$ cat src/gpio_six_eight_pkg.sv
package gpio_six_eight_pkg;

    localparam int PORT_WIDTH = 8;
    localparam int PORT_COUNT = 3;

    // Bits that physically exist on each port
    localparam logic [7:0] PORT_SIX_EXISTS = 8'hff;
    localparam logic [7:0] PORT_SEVEN_EXISTS = 8'hdf;
    localparam logic [7:0] PORT_EIGHT_EXISTS = 8'hdf;

    // Bits whose secondary output is a constant zero
    localparam logic [7:0] PORT_SIX_ALT_ZERO = 8'h5f;
    localparam logic [7:0] PORT_SEVEN_ALT_ZERO = 8'h00;
    localparam logic [7:0] PORT_EIGHT_ALT_ZERO = 8'h01;

    // Value after any reset cause for data, direction and select
    localparam logic [7:0] PORT_RESET_VALUE = 8'h00;

    // Bit positions of the secondary functions
    localparam int SIX_IRQ_A_BIT = 0;
    localparam int SIX_IRQ_B_BIT = 1;
    localparam int SIX_IRQ_C_BIT = 2;
    localparam int SIX_IRQ_D_BIT = 3;
    localparam int SIX_TIMER_EVT_BIT = 4;
    localparam int SIX_TIMER_ONE_BIT = 5;
    localparam int SIX_TIMER_TWO_BIT = 7;
    localparam int SEVEN_PWM_A_BIT = 6;
    localparam int SEVEN_PWM_B_BIT = 7;
    localparam int EIGHT_SERIAL_RX_BIT = 0;

endpackage

$ cat src/gpio_pin_cell.sv
`timescale 1ns/1ps

module gpio_pin_cell #(
    parameter bit EXISTS = 1'b1,
    parameter bit ALT_ZERO = 1'b0
) (
    input wire logic sys_clk_i,
    input wire logic sys_rst_i,
    input wire logic data_i,
    input wire logic dir_i,
    input wire logic sel_i,
    input wire logic alt_out_i,
    input wire logic pin_i,
    output logic pin_o,
    output logic pin_oe_o,
    output logic pullup_o,
    output logic level_o,
    output logic read_o
);

    logic sync1_q;
    logic sync2_q;
    logic sync3_q;
    logic level_q;
    logic drive_d;

    ////////////////////////////////////////////////////////////////////////
    // Pin input: three stages, accepted once the last two agree
    always_ff @(posedge sys_clk_i or posedge sys_rst_i) begin
        if (sys_rst_i) begin
            sync1_q <= 1'b0;
            sync2_q <= 1'b0;
            sync3_q <= 1'b0;
        end else begin
            sync1_q <= pin_i;
            sync2_q <= sync1_q;
            sync3_q <= sync2_q;
        end
    end

    always_ff @(posedge sys_clk_i or posedge sys_rst_i) begin
        if (sys_rst_i) begin
            level_q <= 1'b0;
        end else if (EXISTS && (sync2_q == sync3_q)) begin
            level_q <= sync2_q;
        end
    end

    assign level_o = level_q;

    ////////////////////////////////////////////////////////////////////////
    // Output drive and read-back
    always_comb begin
        drive_d = data_i;
        if (sel_i) begin
            drive_d = ALT_ZERO ? 1'b0 : alt_out_i;
        end
    end

    always_ff @(posedge sys_clk_i or posedge sys_rst_i) begin
        if (sys_rst_i) begin
            pin_o <= 1'b0;
            pin_oe_o <= 1'b0;
            pullup_o <= 1'b0;
        end else begin
            pin_o <= EXISTS & dir_i & drive_d;
            pin_oe_o <= EXISTS & dir_i;
            pullup_o <= EXISTS & ~dir_i & sel_i;
        end
    end

    always_ff @(posedge sys_clk_i or posedge sys_rst_i) begin
        if (sys_rst_i) begin
            read_o <= 1'b0;
        end else if (!EXISTS) begin
            read_o <= 1'b0;
        end else begin
            read_o <= dir_i ? drive_d : level_q;
        end
    end

endmodule // gpio_pin_cell

$ cat src/gpio_ports_six_to_eight.sv
`timescale 1ns/1ps


module gpio_ports_six_to_eight
    import gpio_six_eight_pkg::*;
(
    input wire logic sys_clk_i,
    input wire logic sys_rst_i,
    input wire logic [7:0] port_six_wdata_i,
    input wire logic port_six_data_we_i,
    input wire logic port_six_direction_we_i,
    input wire logic port_six_alt_select_we_i,
    input wire logic [7:0] port_seven_wdata_i,
    input wire logic port_seven_data_we_i,
    input wire logic port_seven_direction_we_i,
    input wire logic port_seven_alt_select_we_i,
    input wire logic [7:0] port_eight_wdata_i,
    input wire logic port_eight_data_we_i,
    input wire logic port_eight_direction_we_i,
    input wire logic port_eight_alt_select_we_i,
    input wire logic timer_one_out_i,
    input wire logic timer_two_out_i,
    input wire logic pwm_ch_a_out_i,
    input wire logic pwm_ch_b_out_i,
    input wire logic [7:0] port_eight_alt_out_i,
    input wire logic [7:0] port_six_pin_i,
    input wire logic [7:0] port_seven_pin_i,
    input wire logic [7:0] port_eight_pin_i,
    output logic [7:0] port_six_pin_o,
    output logic [7:0] port_six_pin_oe_o,
    output logic [7:0] port_six_pullup_o,
    output logic [7:0] port_seven_pin_o,
    output logic [7:0] port_seven_pin_oe_o,
    output logic [7:0] port_seven_pullup_o,
    output logic [7:0] port_eight_pin_o,
    output logic [7:0] port_eight_pin_oe_o,
    output logic [7:0] port_eight_pullup_o,
    output logic [7:0] port_six_data_o,
    output logic [7:0] port_six_direction_o,
    output logic [7:0] port_six_alt_select_o,
    output logic [7:0] port_seven_data_o,
    output logic [7:0] port_seven_direction_o,
    output logic [7:0] port_seven_alt_select_o,
    output logic [7:0] port_eight_data_o,
    output logic [7:0] port_eight_direction_o,
    output logic [7:0] port_eight_alt_select_o,
    output logic [7:0] port_six_read_o,
    output logic [7:0] port_seven_read_o,
    output logic [7:0] port_eight_read_o,
    output logic ext_irq_in_a_o,
    output logic ext_irq_in_b_o,
    output logic ext_irq_in_c_o,
    output logic ext_irq_in_d_o,
    output logic timer_one_event_in_o,
    output logic serial_chan_one_rxd_o
);

    localparam int ALL_BITS = PORT_WIDTH * PORT_COUNT;
    localparam logic [ALL_BITS-1:0] EXISTS_ALL =
        {PORT_EIGHT_EXISTS, PORT_SEVEN_EXISTS, PORT_SIX_EXISTS};
    localparam logic [ALL_BITS-1:0] ALT_ZERO_ALL =
        {PORT_EIGHT_ALT_ZERO, PORT_SEVEN_ALT_ZERO, PORT_SIX_ALT_ZERO};

    logic [7:0] wdata [PORT_COUNT];
    logic [PORT_COUNT-1:0] data_we;
    logic [PORT_COUNT-1:0] dir_we;
    logic [PORT_COUNT-1:0] sel_we;
    logic [7:0] data_q [PORT_COUNT];
    logic [7:0] dir_q [PORT_COUNT];
    logic [7:0] sel_q [PORT_COUNT];
    logic [7:0] mask [PORT_COUNT];

    logic [ALL_BITS-1:0] data_all;
    logic [ALL_BITS-1:0] dir_all;
    logic [ALL_BITS-1:0] sel_all;
    logic [ALL_BITS-1:0] alt_all;
    logic [ALL_BITS-1:0] pin_in_all;
    logic [ALL_BITS-1:0] pin_out_all;
    logic [ALL_BITS-1:0] pin_oe_all;
    logic [ALL_BITS-1:0] pullup_all;
    logic [ALL_BITS-1:0] level_all;
    logic [ALL_BITS-1:0] read_all;
    logic [7:0] six_alt;
    logic [7:0] seven_alt;

    ////////////////////////////////////////////////////////////////////////
    // Software write side
    assign wdata[0] = port_six_wdata_i;
    assign wdata[1] = port_seven_wdata_i;
    assign wdata[2] = port_eight_wdata_i;
    assign data_we = {port_eight_data_we_i, port_seven_data_we_i, port_six_data_we_i};
    assign dir_we = {port_eight_direction_we_i, port_seven_direction_we_i,
                     port_six_direction_we_i};
    assign sel_we = {port_eight_alt_select_we_i, port_seven_alt_select_we_i,
                     port_six_alt_select_we_i};
    assign mask[0] = PORT_SIX_EXISTS;
    assign mask[1] = PORT_SEVEN_EXISTS;
    assign mask[2] = PORT_EIGHT_EXISTS;

    // Missing bits never store anything, so they read back as zero
    for (genvar p = 0; p < PORT_COUNT; p++) begin : g_regs
        always_ff @(posedge sys_clk_i or posedge sys_rst_i) begin
            if (sys_rst_i) begin
                data_q[p] <= PORT_RESET_VALUE;
            end else if (data_we[p]) begin
                data_q[p] <= wdata[p] & mask[p];
            end
        end

        always_ff @(posedge sys_clk_i or posedge sys_rst_i) begin
            if (sys_rst_i) begin
                dir_q[p] <= PORT_RESET_VALUE;
            end else if (dir_we[p]) begin
                dir_q[p] <= wdata[p] & mask[p];
            end
        end

        always_ff @(posedge sys_clk_i or posedge sys_rst_i) begin
            if (sys_rst_i) begin
                sel_q[p] <= PORT_RESET_VALUE;
            end else if (sel_we[p]) begin
                sel_q[p] <= wdata[p] & mask[p];
            end
        end

        assign data_all[p*PORT_WIDTH +: PORT_WIDTH] = data_q[p];
        assign dir_all[p*PORT_WIDTH +: PORT_WIDTH] = dir_q[p];
        assign sel_all[p*PORT_WIDTH +: PORT_WIDTH] = sel_q[p];
    end

    assign port_six_data_o = data_q[0];
    assign port_six_direction_o = dir_q[0];
    assign port_six_alt_select_o = sel_q[0];
    assign port_seven_data_o = data_q[1];
    assign port_seven_direction_o = dir_q[1];
    assign port_seven_alt_select_o = sel_q[1];
    assign port_eight_data_o = data_q[2];
    assign port_eight_direction_o = dir_q[2];
    assign port_eight_alt_select_o = sel_q[2];

    ////////////////////////////////////////////////////////////////////////
    // Peripheral outputs onto secondary bits
    always_comb begin
        six_alt = 8'h00;
        six_alt[SIX_TIMER_ONE_BIT] = timer_one_out_i;
        six_alt[SIX_TIMER_TWO_BIT] = timer_two_out_i;
    end

    always_comb begin
        seven_alt = 8'h00;
        seven_alt[SEVEN_PWM_A_BIT] = pwm_ch_a_out_i;
        seven_alt[SEVEN_PWM_B_BIT] = pwm_ch_b_out_i;
    end

    assign alt_all = {port_eight_alt_out_i, seven_alt, six_alt};
    assign pin_in_all = {port_eight_pin_i, port_seven_pin_i, port_six_pin_i};

    ////////////////////////////////////////////////////////////////////////
    // Pin cells
    for (genvar b = 0; b < ALL_BITS; b++) begin : g_cell
        gpio_pin_cell #(
            .EXISTS(EXISTS_ALL[b]),
            .ALT_ZERO(ALT_ZERO_ALL[b])
        ) u_cell (
            .sys_clk_i(sys_clk_i),
            .sys_rst_i(sys_rst_i),
            .data_i(data_all[b]),
            .dir_i(dir_all[b]),
            .sel_i(sel_all[b]),
            .alt_out_i(alt_all[b]),
            .pin_i(pin_in_all[b]),
            .pin_o(pin_out_all[b]),
            .pin_oe_o(pin_oe_all[b]),
            .pullup_o(pullup_all[b]),
            .level_o(level_all[b]),
            .read_o(read_all[b])
        );
    end

    assign port_six_pin_o = pin_out_all[7:0];
    assign port_six_pin_oe_o = pin_oe_all[7:0];
    assign port_six_pullup_o = pullup_all[7:0];
    assign port_seven_pin_o = pin_out_all[15:8];
    assign port_seven_pin_oe_o = pin_oe_all[15:8];
    assign port_seven_pullup_o = pullup_all[15:8];
    assign port_eight_pin_o = pin_out_all[23:16];
    assign port_eight_pin_oe_o = pin_oe_all[23:16];
    assign port_eight_pullup_o = pullup_all[23:16];
    assign port_six_read_o = read_all[7:0];
    assign port_seven_read_o = read_all[15:8];
    assign port_eight_read_o = read_all[23:16];

    ////////////////////////////////////////////////////////////////////////
    // Secondary inputs share the filtered pin level with the port read
    assign ext_irq_in_a_o = level_all[SIX_IRQ_A_BIT];
    assign ext_irq_in_b_o = level_all[SIX_IRQ_B_BIT];
    assign ext_irq_in_c_o = level_all[SIX_IRQ_C_BIT];
    assign ext_irq_in_d_o = level_all[SIX_IRQ_D_BIT];
    assign timer_one_event_in_o = level_all[SIX_TIMER_EVT_BIT];
    assign serial_chan_one_rxd_o = level_all[2*PORT_WIDTH + EIGHT_SERIAL_RX_BIT];

    ////////////////////////////////////////////////////////////////////////
    // Checks
    a_six_oe_dir: assert property (@(posedge sys_clk_i) disable iff (sys_rst_i)
        1'b1 |=> port_six_pin_oe_o == $past(dir_q[0]))
        else $error("port six enable does not follow direction");

    a_seven_data_drive: assert property (@(posedge sys_clk_i) disable iff (sys_rst_i)
        1'b1 |=> ((port_seven_pin_o ^ $past(data_q[1])) & $past(dir_q[1] & ~sel_q[1])) == 8'h00)
        else $error("port seven output does not drive data");

    a_eight_data_drive: assert property (@(posedge sys_clk_i) disable iff (sys_rst_i)
        1'b1 |=> ((port_eight_pin_o ^ $past(data_q[2])) & $past(dir_q[2] & ~sel_q[2])) == 8'h00)
        else $error("port eight output does not drive data");

    a_six_timer_drive: assert property (@(posedge sys_clk_i) disable iff (sys_rst_i)
        dir_q[0][SIX_TIMER_ONE_BIT] && sel_q[0][SIX_TIMER_ONE_BIT]
        |=> port_six_pin_o[SIX_TIMER_ONE_BIT] == $past(timer_one_out_i)
            && port_six_read_o[SIX_TIMER_ONE_BIT] == $past(timer_one_out_i))
        else $error("timer one output not on port six pin");

    a_irq_pin_level: assert property (@(posedge sys_clk_i) disable iff (sys_rst_i)
        port_six_pin_i[SIX_IRQ_A_BIT] [*5] |=> ext_irq_in_a_o)
        else $error("interrupt input does not follow steady pin");

    a_pullup_input: assert property (@(posedge sys_clk_i) disable iff (sys_rst_i)
        1'b1 |=> port_eight_pullup_o == ($past(~dir_q[2] & sel_q[2]) & PORT_EIGHT_EXISTS))
        else $error("port eight pull-up wrong");

    a_six_alt_zero: assert property (@(posedge sys_clk_i) disable iff (sys_rst_i)
        1'b1 |=> ((port_six_pin_o | port_six_read_o)
                  & $past(dir_q[0] & sel_q[0]) & PORT_SIX_ALT_ZERO) == 8'h00)
        else $error("port six fixed-zero secondary bit not zero");

    a_eight_alt_zero: assert property (@(posedge sys_clk_i) disable iff (sys_rst_i)
        dir_q[2][0] && sel_q[2][0] |=> !port_eight_pin_o[0])
        else $error("port eight bit zero secondary output not zero");

    a_reset_undriven: assert property (@(posedge sys_clk_i)
        sys_rst_i |-> (port_six_pin_oe_o | port_seven_pin_oe_o | port_eight_pin_oe_o) == 8'h00
            && (data_q[0] | data_q[1] | data_q[2] | dir_q[0] | dir_q[1] | dir_q[2]
                | sel_q[0] | sel_q[1] | sel_q[2]) == 8'h00)
        else $error("port not cleared under reset");

    a_read_select: assert property (@(posedge sys_clk_i) disable iff (sys_rst_i)
        1'b1 |=> ((port_six_read_o ^ $past(data_q[0])) & $past(dir_q[0] & ~sel_q[0])) == 8'h00)
        else $error("port six output read does not return data");

    a_missing_bit_zero: assert property (@(posedge sys_clk_i) disable iff (sys_rst_i)
        ((port_seven_read_o | port_seven_direction_o | port_eight_data_o)
         & ~PORT_SEVEN_EXISTS) == 8'h00)
        else $error("nonexistent bit reads one");

    a_pull_off_out: assert property (@(posedge sys_clk_i) disable iff (sys_rst_i)
        (port_six_pin_oe_o & port_six_pullup_o) == 8'h00
        && (port_seven_pin_oe_o & port_seven_pullup_o) == 8'h00)
        else $error("pull-up on while driving");

    a_six_data_drive: assert property (@(posedge sys_clk_i) disable iff (sys_rst_i)
        1'b1 |=> ((port_six_pin_o ^ $past(data_q[0])) & $past(dir_q[0] & ~sel_q[0])) == 8'h00)
        else $error("port six output does not drive data");

    a_seven_oe_dir: assert property (@(posedge sys_clk_i) disable iff (sys_rst_i)
        1'b1 |=> port_seven_pin_oe_o == $past(dir_q[1]))
        else $error("port seven enable does not follow direction");

    a_eight_oe_dir: assert property (@(posedge sys_clk_i) disable iff (sys_rst_i)
        1'b1 |=> port_eight_pin_oe_o == $past(dir_q[2]))
        else $error("port eight enable does not follow direction");

    a_eight_alt_drive: assert property (@(posedge sys_clk_i) disable iff (sys_rst_i)
        1'b1 |=> ((port_eight_pin_o ^ $past(port_eight_alt_out_i)) & $past(dir_q[2] & sel_q[2])
                  & PORT_EIGHT_EXISTS & ~PORT_EIGHT_ALT_ZERO) == 8'h00)
        else $error("port eight secondary output wrong");

    a_irq_pin_low: assert property (@(posedge sys_clk_i) disable iff (sys_rst_i)
        (!port_six_pin_i[SIX_IRQ_A_BIT]) [*5] |=> !ext_irq_in_a_o)
        else $error("interrupt input does not follow low pin");

    a_six_pull_input: assert property (@(posedge sys_clk_i) disable iff (sys_rst_i)
        1'b1 |=> port_six_pullup_o == $past(~dir_q[0] & sel_q[0]))
        else $error("port six pull-up wrong");

    a_seven_pull_input: assert property (@(posedge sys_clk_i) disable iff (sys_rst_i)
        1'b1 |=> port_seven_pullup_o == ($past(~dir_q[1] & sel_q[1]) & PORT_SEVEN_EXISTS))
        else $error("port seven pull-up wrong");

    a_input_read_pin: assert property (@(posedge sys_clk_i) disable iff (sys_rst_i)
        1'b1 |=> ((port_eight_read_o ^ $past(level_all[23:16])) & $past(~dir_q[2])
                  & PORT_EIGHT_EXISTS) == 8'h00)
        else $error("port eight input read does not return pin");

    a_pwm_a_drive: assert property (@(posedge sys_clk_i) disable iff (sys_rst_i)
        dir_q[1][SEVEN_PWM_A_BIT] && sel_q[1][SEVEN_PWM_A_BIT]
        |=> port_seven_pin_o[SEVEN_PWM_A_BIT] == $past(pwm_ch_a_out_i)
            && port_seven_read_o[SEVEN_PWM_A_BIT] == $past(pwm_ch_a_out_i))
        else $error("first pwm output not on port seven");

    a_pwm_b_drive: assert property (@(posedge sys_clk_i) disable iff (sys_rst_i)
        dir_q[1][SEVEN_PWM_B_BIT] && sel_q[1][SEVEN_PWM_B_BIT]
        |=> port_seven_pin_o[SEVEN_PWM_B_BIT] == $past(pwm_ch_b_out_i)
            && port_seven_read_o[SEVEN_PWM_B_BIT] == $past(pwm_ch_b_out_i))
        else $error("second pwm output not on port seven");

    a_rmw_write_back: assert property (@(posedge sys_clk_i) disable iff (sys_rst_i)
        port_six_data_we_i |=> port_six_data_o == ($past(port_six_wdata_i) & PORT_SIX_EXISTS))
        else $error("port six write not stored");

    a_evt_pin_level: assert property (@(posedge sys_clk_i) disable iff (sys_rst_i)
        port_six_pin_i[SIX_TIMER_EVT_BIT] [*5] |=> timer_one_event_in_o)
        else $error("timer event input does not follow steady pin");

    a_rxd_pin_high: assert property (@(posedge sys_clk_i) disable iff (sys_rst_i)
        port_eight_pin_i[EIGHT_SERIAL_RX_BIT] [*5] |=> serial_chan_one_rxd_o)
        else $error("serial receive input does not follow high pin");

    a_rxd_pin_low: assert property (@(posedge sys_clk_i) disable iff (sys_rst_i)
        (!port_eight_pin_i[EIGHT_SERIAL_RX_BIT]) [*5] |=> !serial_chan_one_rxd_o)
        else $error("serial receive input does not follow low pin");

    a_eight_missing_zero: assert property (@(posedge sys_clk_i) disable iff (sys_rst_i)
        ((port_eight_read_o | port_eight_direction_o | port_eight_alt_select_o)
         & ~PORT_EIGHT_EXISTS) == 8'h00)
        else $error("port eight nonexistent bit reads one");

endmodule // gpio_ports_six_to_eight

$ cat config.mk
export PLATFORM = sky130hd
export DESIGN_NAME = gpio_ports_six_to_eight
export DESIGN_NICKNAME = d
export VERILOG_FILES = /design/src/gpio_six_eight_pkg.sv /design/src/gpio_pin_cell.sv /design/src/gpio_ports_six_to_eight.sv
export SDC_FILE = /design/constraint.sdc
export NUM_CORES = 1
export LEC_CHECK = 0
export CAP_MARGIN = 20
export CORE_MARGIN = 4
export CORE_UTILIZATION = 65
export CTS_CLUSTER_SIZE = 28
export DETAILED_ROUTE_END_ITERATION = 7
export DONT_BUFFER_PORTS = 1
export PLACE_DENSITY = 0.81
export SYNTH_ARGS = -nofsm -noshare
export SYNTH_HDL_FRONTEND = slang
export SYNTH_SLANG_ARGS = --single-unit
$ cat constraint.sdc
create_clock -name sys_clk_i -period 20 [get_ports sys_clk_i]
set_input_delay 5 -clock sys_clk_i [delete_from_list [all_inputs] [get_ports sys_clk_i]]
set_output_delay 5 -clock sys_clk_i [all_outputs]
set_load 0.03 [all_outputs]
==> metrics <==
CP endpoint kind=output port; Site Rows=43; Sink Count=242; fmax=163 MHz; outcome=complete, no violations; Die W=roughly 130 um; Rel. slew slack=55.9%; IO Count=245; Antenna Nets Post-Route=0; pin count of the biggest net entering global routing=162; Final Hold Fails=0; Nets=around 560; P_leak=0.00425 uW; global-route wire length before repair=around 22000 um; CTS Hold Bufs=0; GRT Util Overall=17.5%; clock tree buffer depth=3; clk root buf=clkbuf_16; routed len/inst=approximately 21 um; cells after synthesis=619; worst-path fanout max=6; Hold Path Class=reg -> reg; crit path time final=6.12 ns; Worst Skew=roughly 0.005 ns; cts repair resizes=0; Syn. warnings=0; max-cap viol count=0; Post-CTS Setup Bufs=0; worst path required time=15.00 ns; post-DP HPWL=9750 um; pwr/cell area=126 nW/um^2; Worst-path clk slew=0.06 ns; TritonCTS clock tree=built; DIE HEIGHT=127 um; final WL=14500 um; synth unique cells=17; GPL Wtd Cong=roughly 0.78; CP Launch Type=register; Core Region=13900 sq um; total CTS buffers=24; vias per std cell=5.34; mean area per synthesized cell=around 15 sq um; PortBufs=0; Final Core Density=64.7%; worst-margin pin slew=0.661 ns; drt initial violations=152; share of layout cells above drive strength 1=20.6%; synthesis-stage register bit count=242; ys async rst share=100%; fin area=8980 sq um; first drt pass iteration count=4; placed standard-cell area=8140 sq um; max-slew violation count=0; worst-skew pair later-pin latency=a little under 0.5 ns; H-tree depth=1; CP arrival=~1.1 ns; unrepaired setup endpoints after global routing=no; Starting Density=roughly two thirds; EDFF count, synth=0; vias in the first global route=3885; Remaining Overflow, GRT=0; Tcrit/Tclk final=a little under a third; fill cell count=968; register area share after synthesis=65.7%; Syn Std Cell Area=9220 sq um; via count=3645; final setup fails=0; critical setup path kind=reg -> out; number of antenna violations at the first check in global routing=2; Area Overhead vs Synth=-2.54%; setup tns final=0 ns; DRC viols=0; Top FF cell, synth=dfrtp_1; die area=16100 sq um; Peak supply drop=0.0000760 V
[metrics by stage]
| stage | setup slack, ns | hold WS, ns | total power (uW) | std cells |
|---|---|---|---|---|
| 2_1_floorplan | 8.36 | 0.331 | 738 | 632 |
| 3_3_place_gp | 13.26 | 0.332 | 700 | 636 |
| 3_5_place_dp | 13.15 | 0.336 | 706 | 636 |
| 4_1_cts | 13.68 | 0.350 | 1140 | 679 |
| 5_1_grt | 13.82 | 0.353 | 1170 | 681 |
| 6_report | 13.88 | 0.349 | 1130 | 683 |
[area by class of cell]
cell class                      instances  area [sq um]  area share [%]
Inverter                               13          56.3           0.627
Sequential cell                       242          6060            67.4
Clock buffer                           32           662            7.37
Clock inverter                         11           118            1.31
Timing Repair Buffer                    3          62.6           0.696
Antenna cell                            2          5.00          0.0557
Tap cell                              180           225            2.51
Multi-Input combinational cell        200          1800            20.0
[power breakdown]
| group | leakage [uW] | internal, uW | switching, uW |
|---|---|---|---|
| clock network | 0.000379 | 259 | 175 |
| logic | 0.000974 | 32.3 | 24.9 |
| registers | 0.00290 | 533 | 106 |
[cell usage in the layout (no fill, tap or decap), drive strengths merged]
cell        n
dfrtp     242
mux2       62
nor2b      32
clkbuf     32
maj3       22
nor2       18
conb       14
inv        13
nand2      12
mux2i      10
a21oi      10
o22ai       8
clkinv      7
o21ai       4
and3b       4
a21o        4
buf         3
diode       2
bufinv      2
clkinvlp    2
[flip-flops by register name, summed over array words and instances (netlist names), 8 cells and up]
name / cells
g_cell.u_cell.pin_o: 22
port_six_direction_o: 8
port_six_alt_select_o: 8
g_cell.u_cell.read_o: 22
g_cell.u_cell.pullup_o: 22
g_cell.u_cell.sync3_q: 22
g_cell.u_cell.sync1_q: 22
port_six_data_o: 8
g_cell.u_cell.sync2_q: 22
g_cell.u_cell.pin_oe_o: 22
g_cell.u_cell.level_o: 22
[worst paths after layout]
path | start | endpoint | slack (ns) | depth (start not counted)
worst min register to register | g_cell[9].u_cell.sync1_q | g_cell[9].u_cell.sync2_q | 0.35 | 0
worst max register to register | port_eight_alt_select_o[6] | g_cell[22].u_cell.read_o | 18.84 | 2
min in group asynchronous | sys_rst_i | port_eight_data_o[6] | 4.27 | 1
worst min-delay path | g_cell[9].u_cell.sync1_q | g_cell[9].u_cell.sync2_q | 0.35 | 0
max in group asynchronous | sys_rst_i | g_cell[2].u_cell.pin_o | 14.23 | 4
worst max-delay path | port_six_direction_o[2] | port_six_direction_o[2] | 13.88 | 0
[cells in the mapped netlist, drive strengths merged (4+ instances only)]
master / number / area (sq um)
nor2: 18 / 67.6
mux2: 62 / 927
and3b: 4 / 35.0
nor2b: 32 / 200
dfrtp: 242 / 6060
maj3: 22 / 220
inv: 13 / 48.8
a21oi: 10 / 50.1
o21ai: 4 / 20.0
a21o: 4 / 30.0
o22ai: 8 / 50.1
mux2i: 10 / 100
buf: 177 / 1360
nand2: 12 / 45.0
[logic make-up after synthesis]
kind of cell / Yosys count / synth area share, %
adders and majority gates: 22 / 2.39
DFF: 242 / 65.7
other: 1 / 0.0407
and+or+nand+nor: 66 / 3.77
buffers and inverters: 190 / 15.3
AOI/OAI and AO/OA: 26 / 1.63
muxes: 72 / 11.1
[layer usage]
layer	track usage (%)	up-vias	wire length [um]
li1	-	1562	-
met5	0	-	0
met3	6.81	26	1380
met1	22.7	1894	5680
met4	5.99	0	325
met2	27.5	163	7080
No activity file was read; power rests on OpenSTA's default activity.
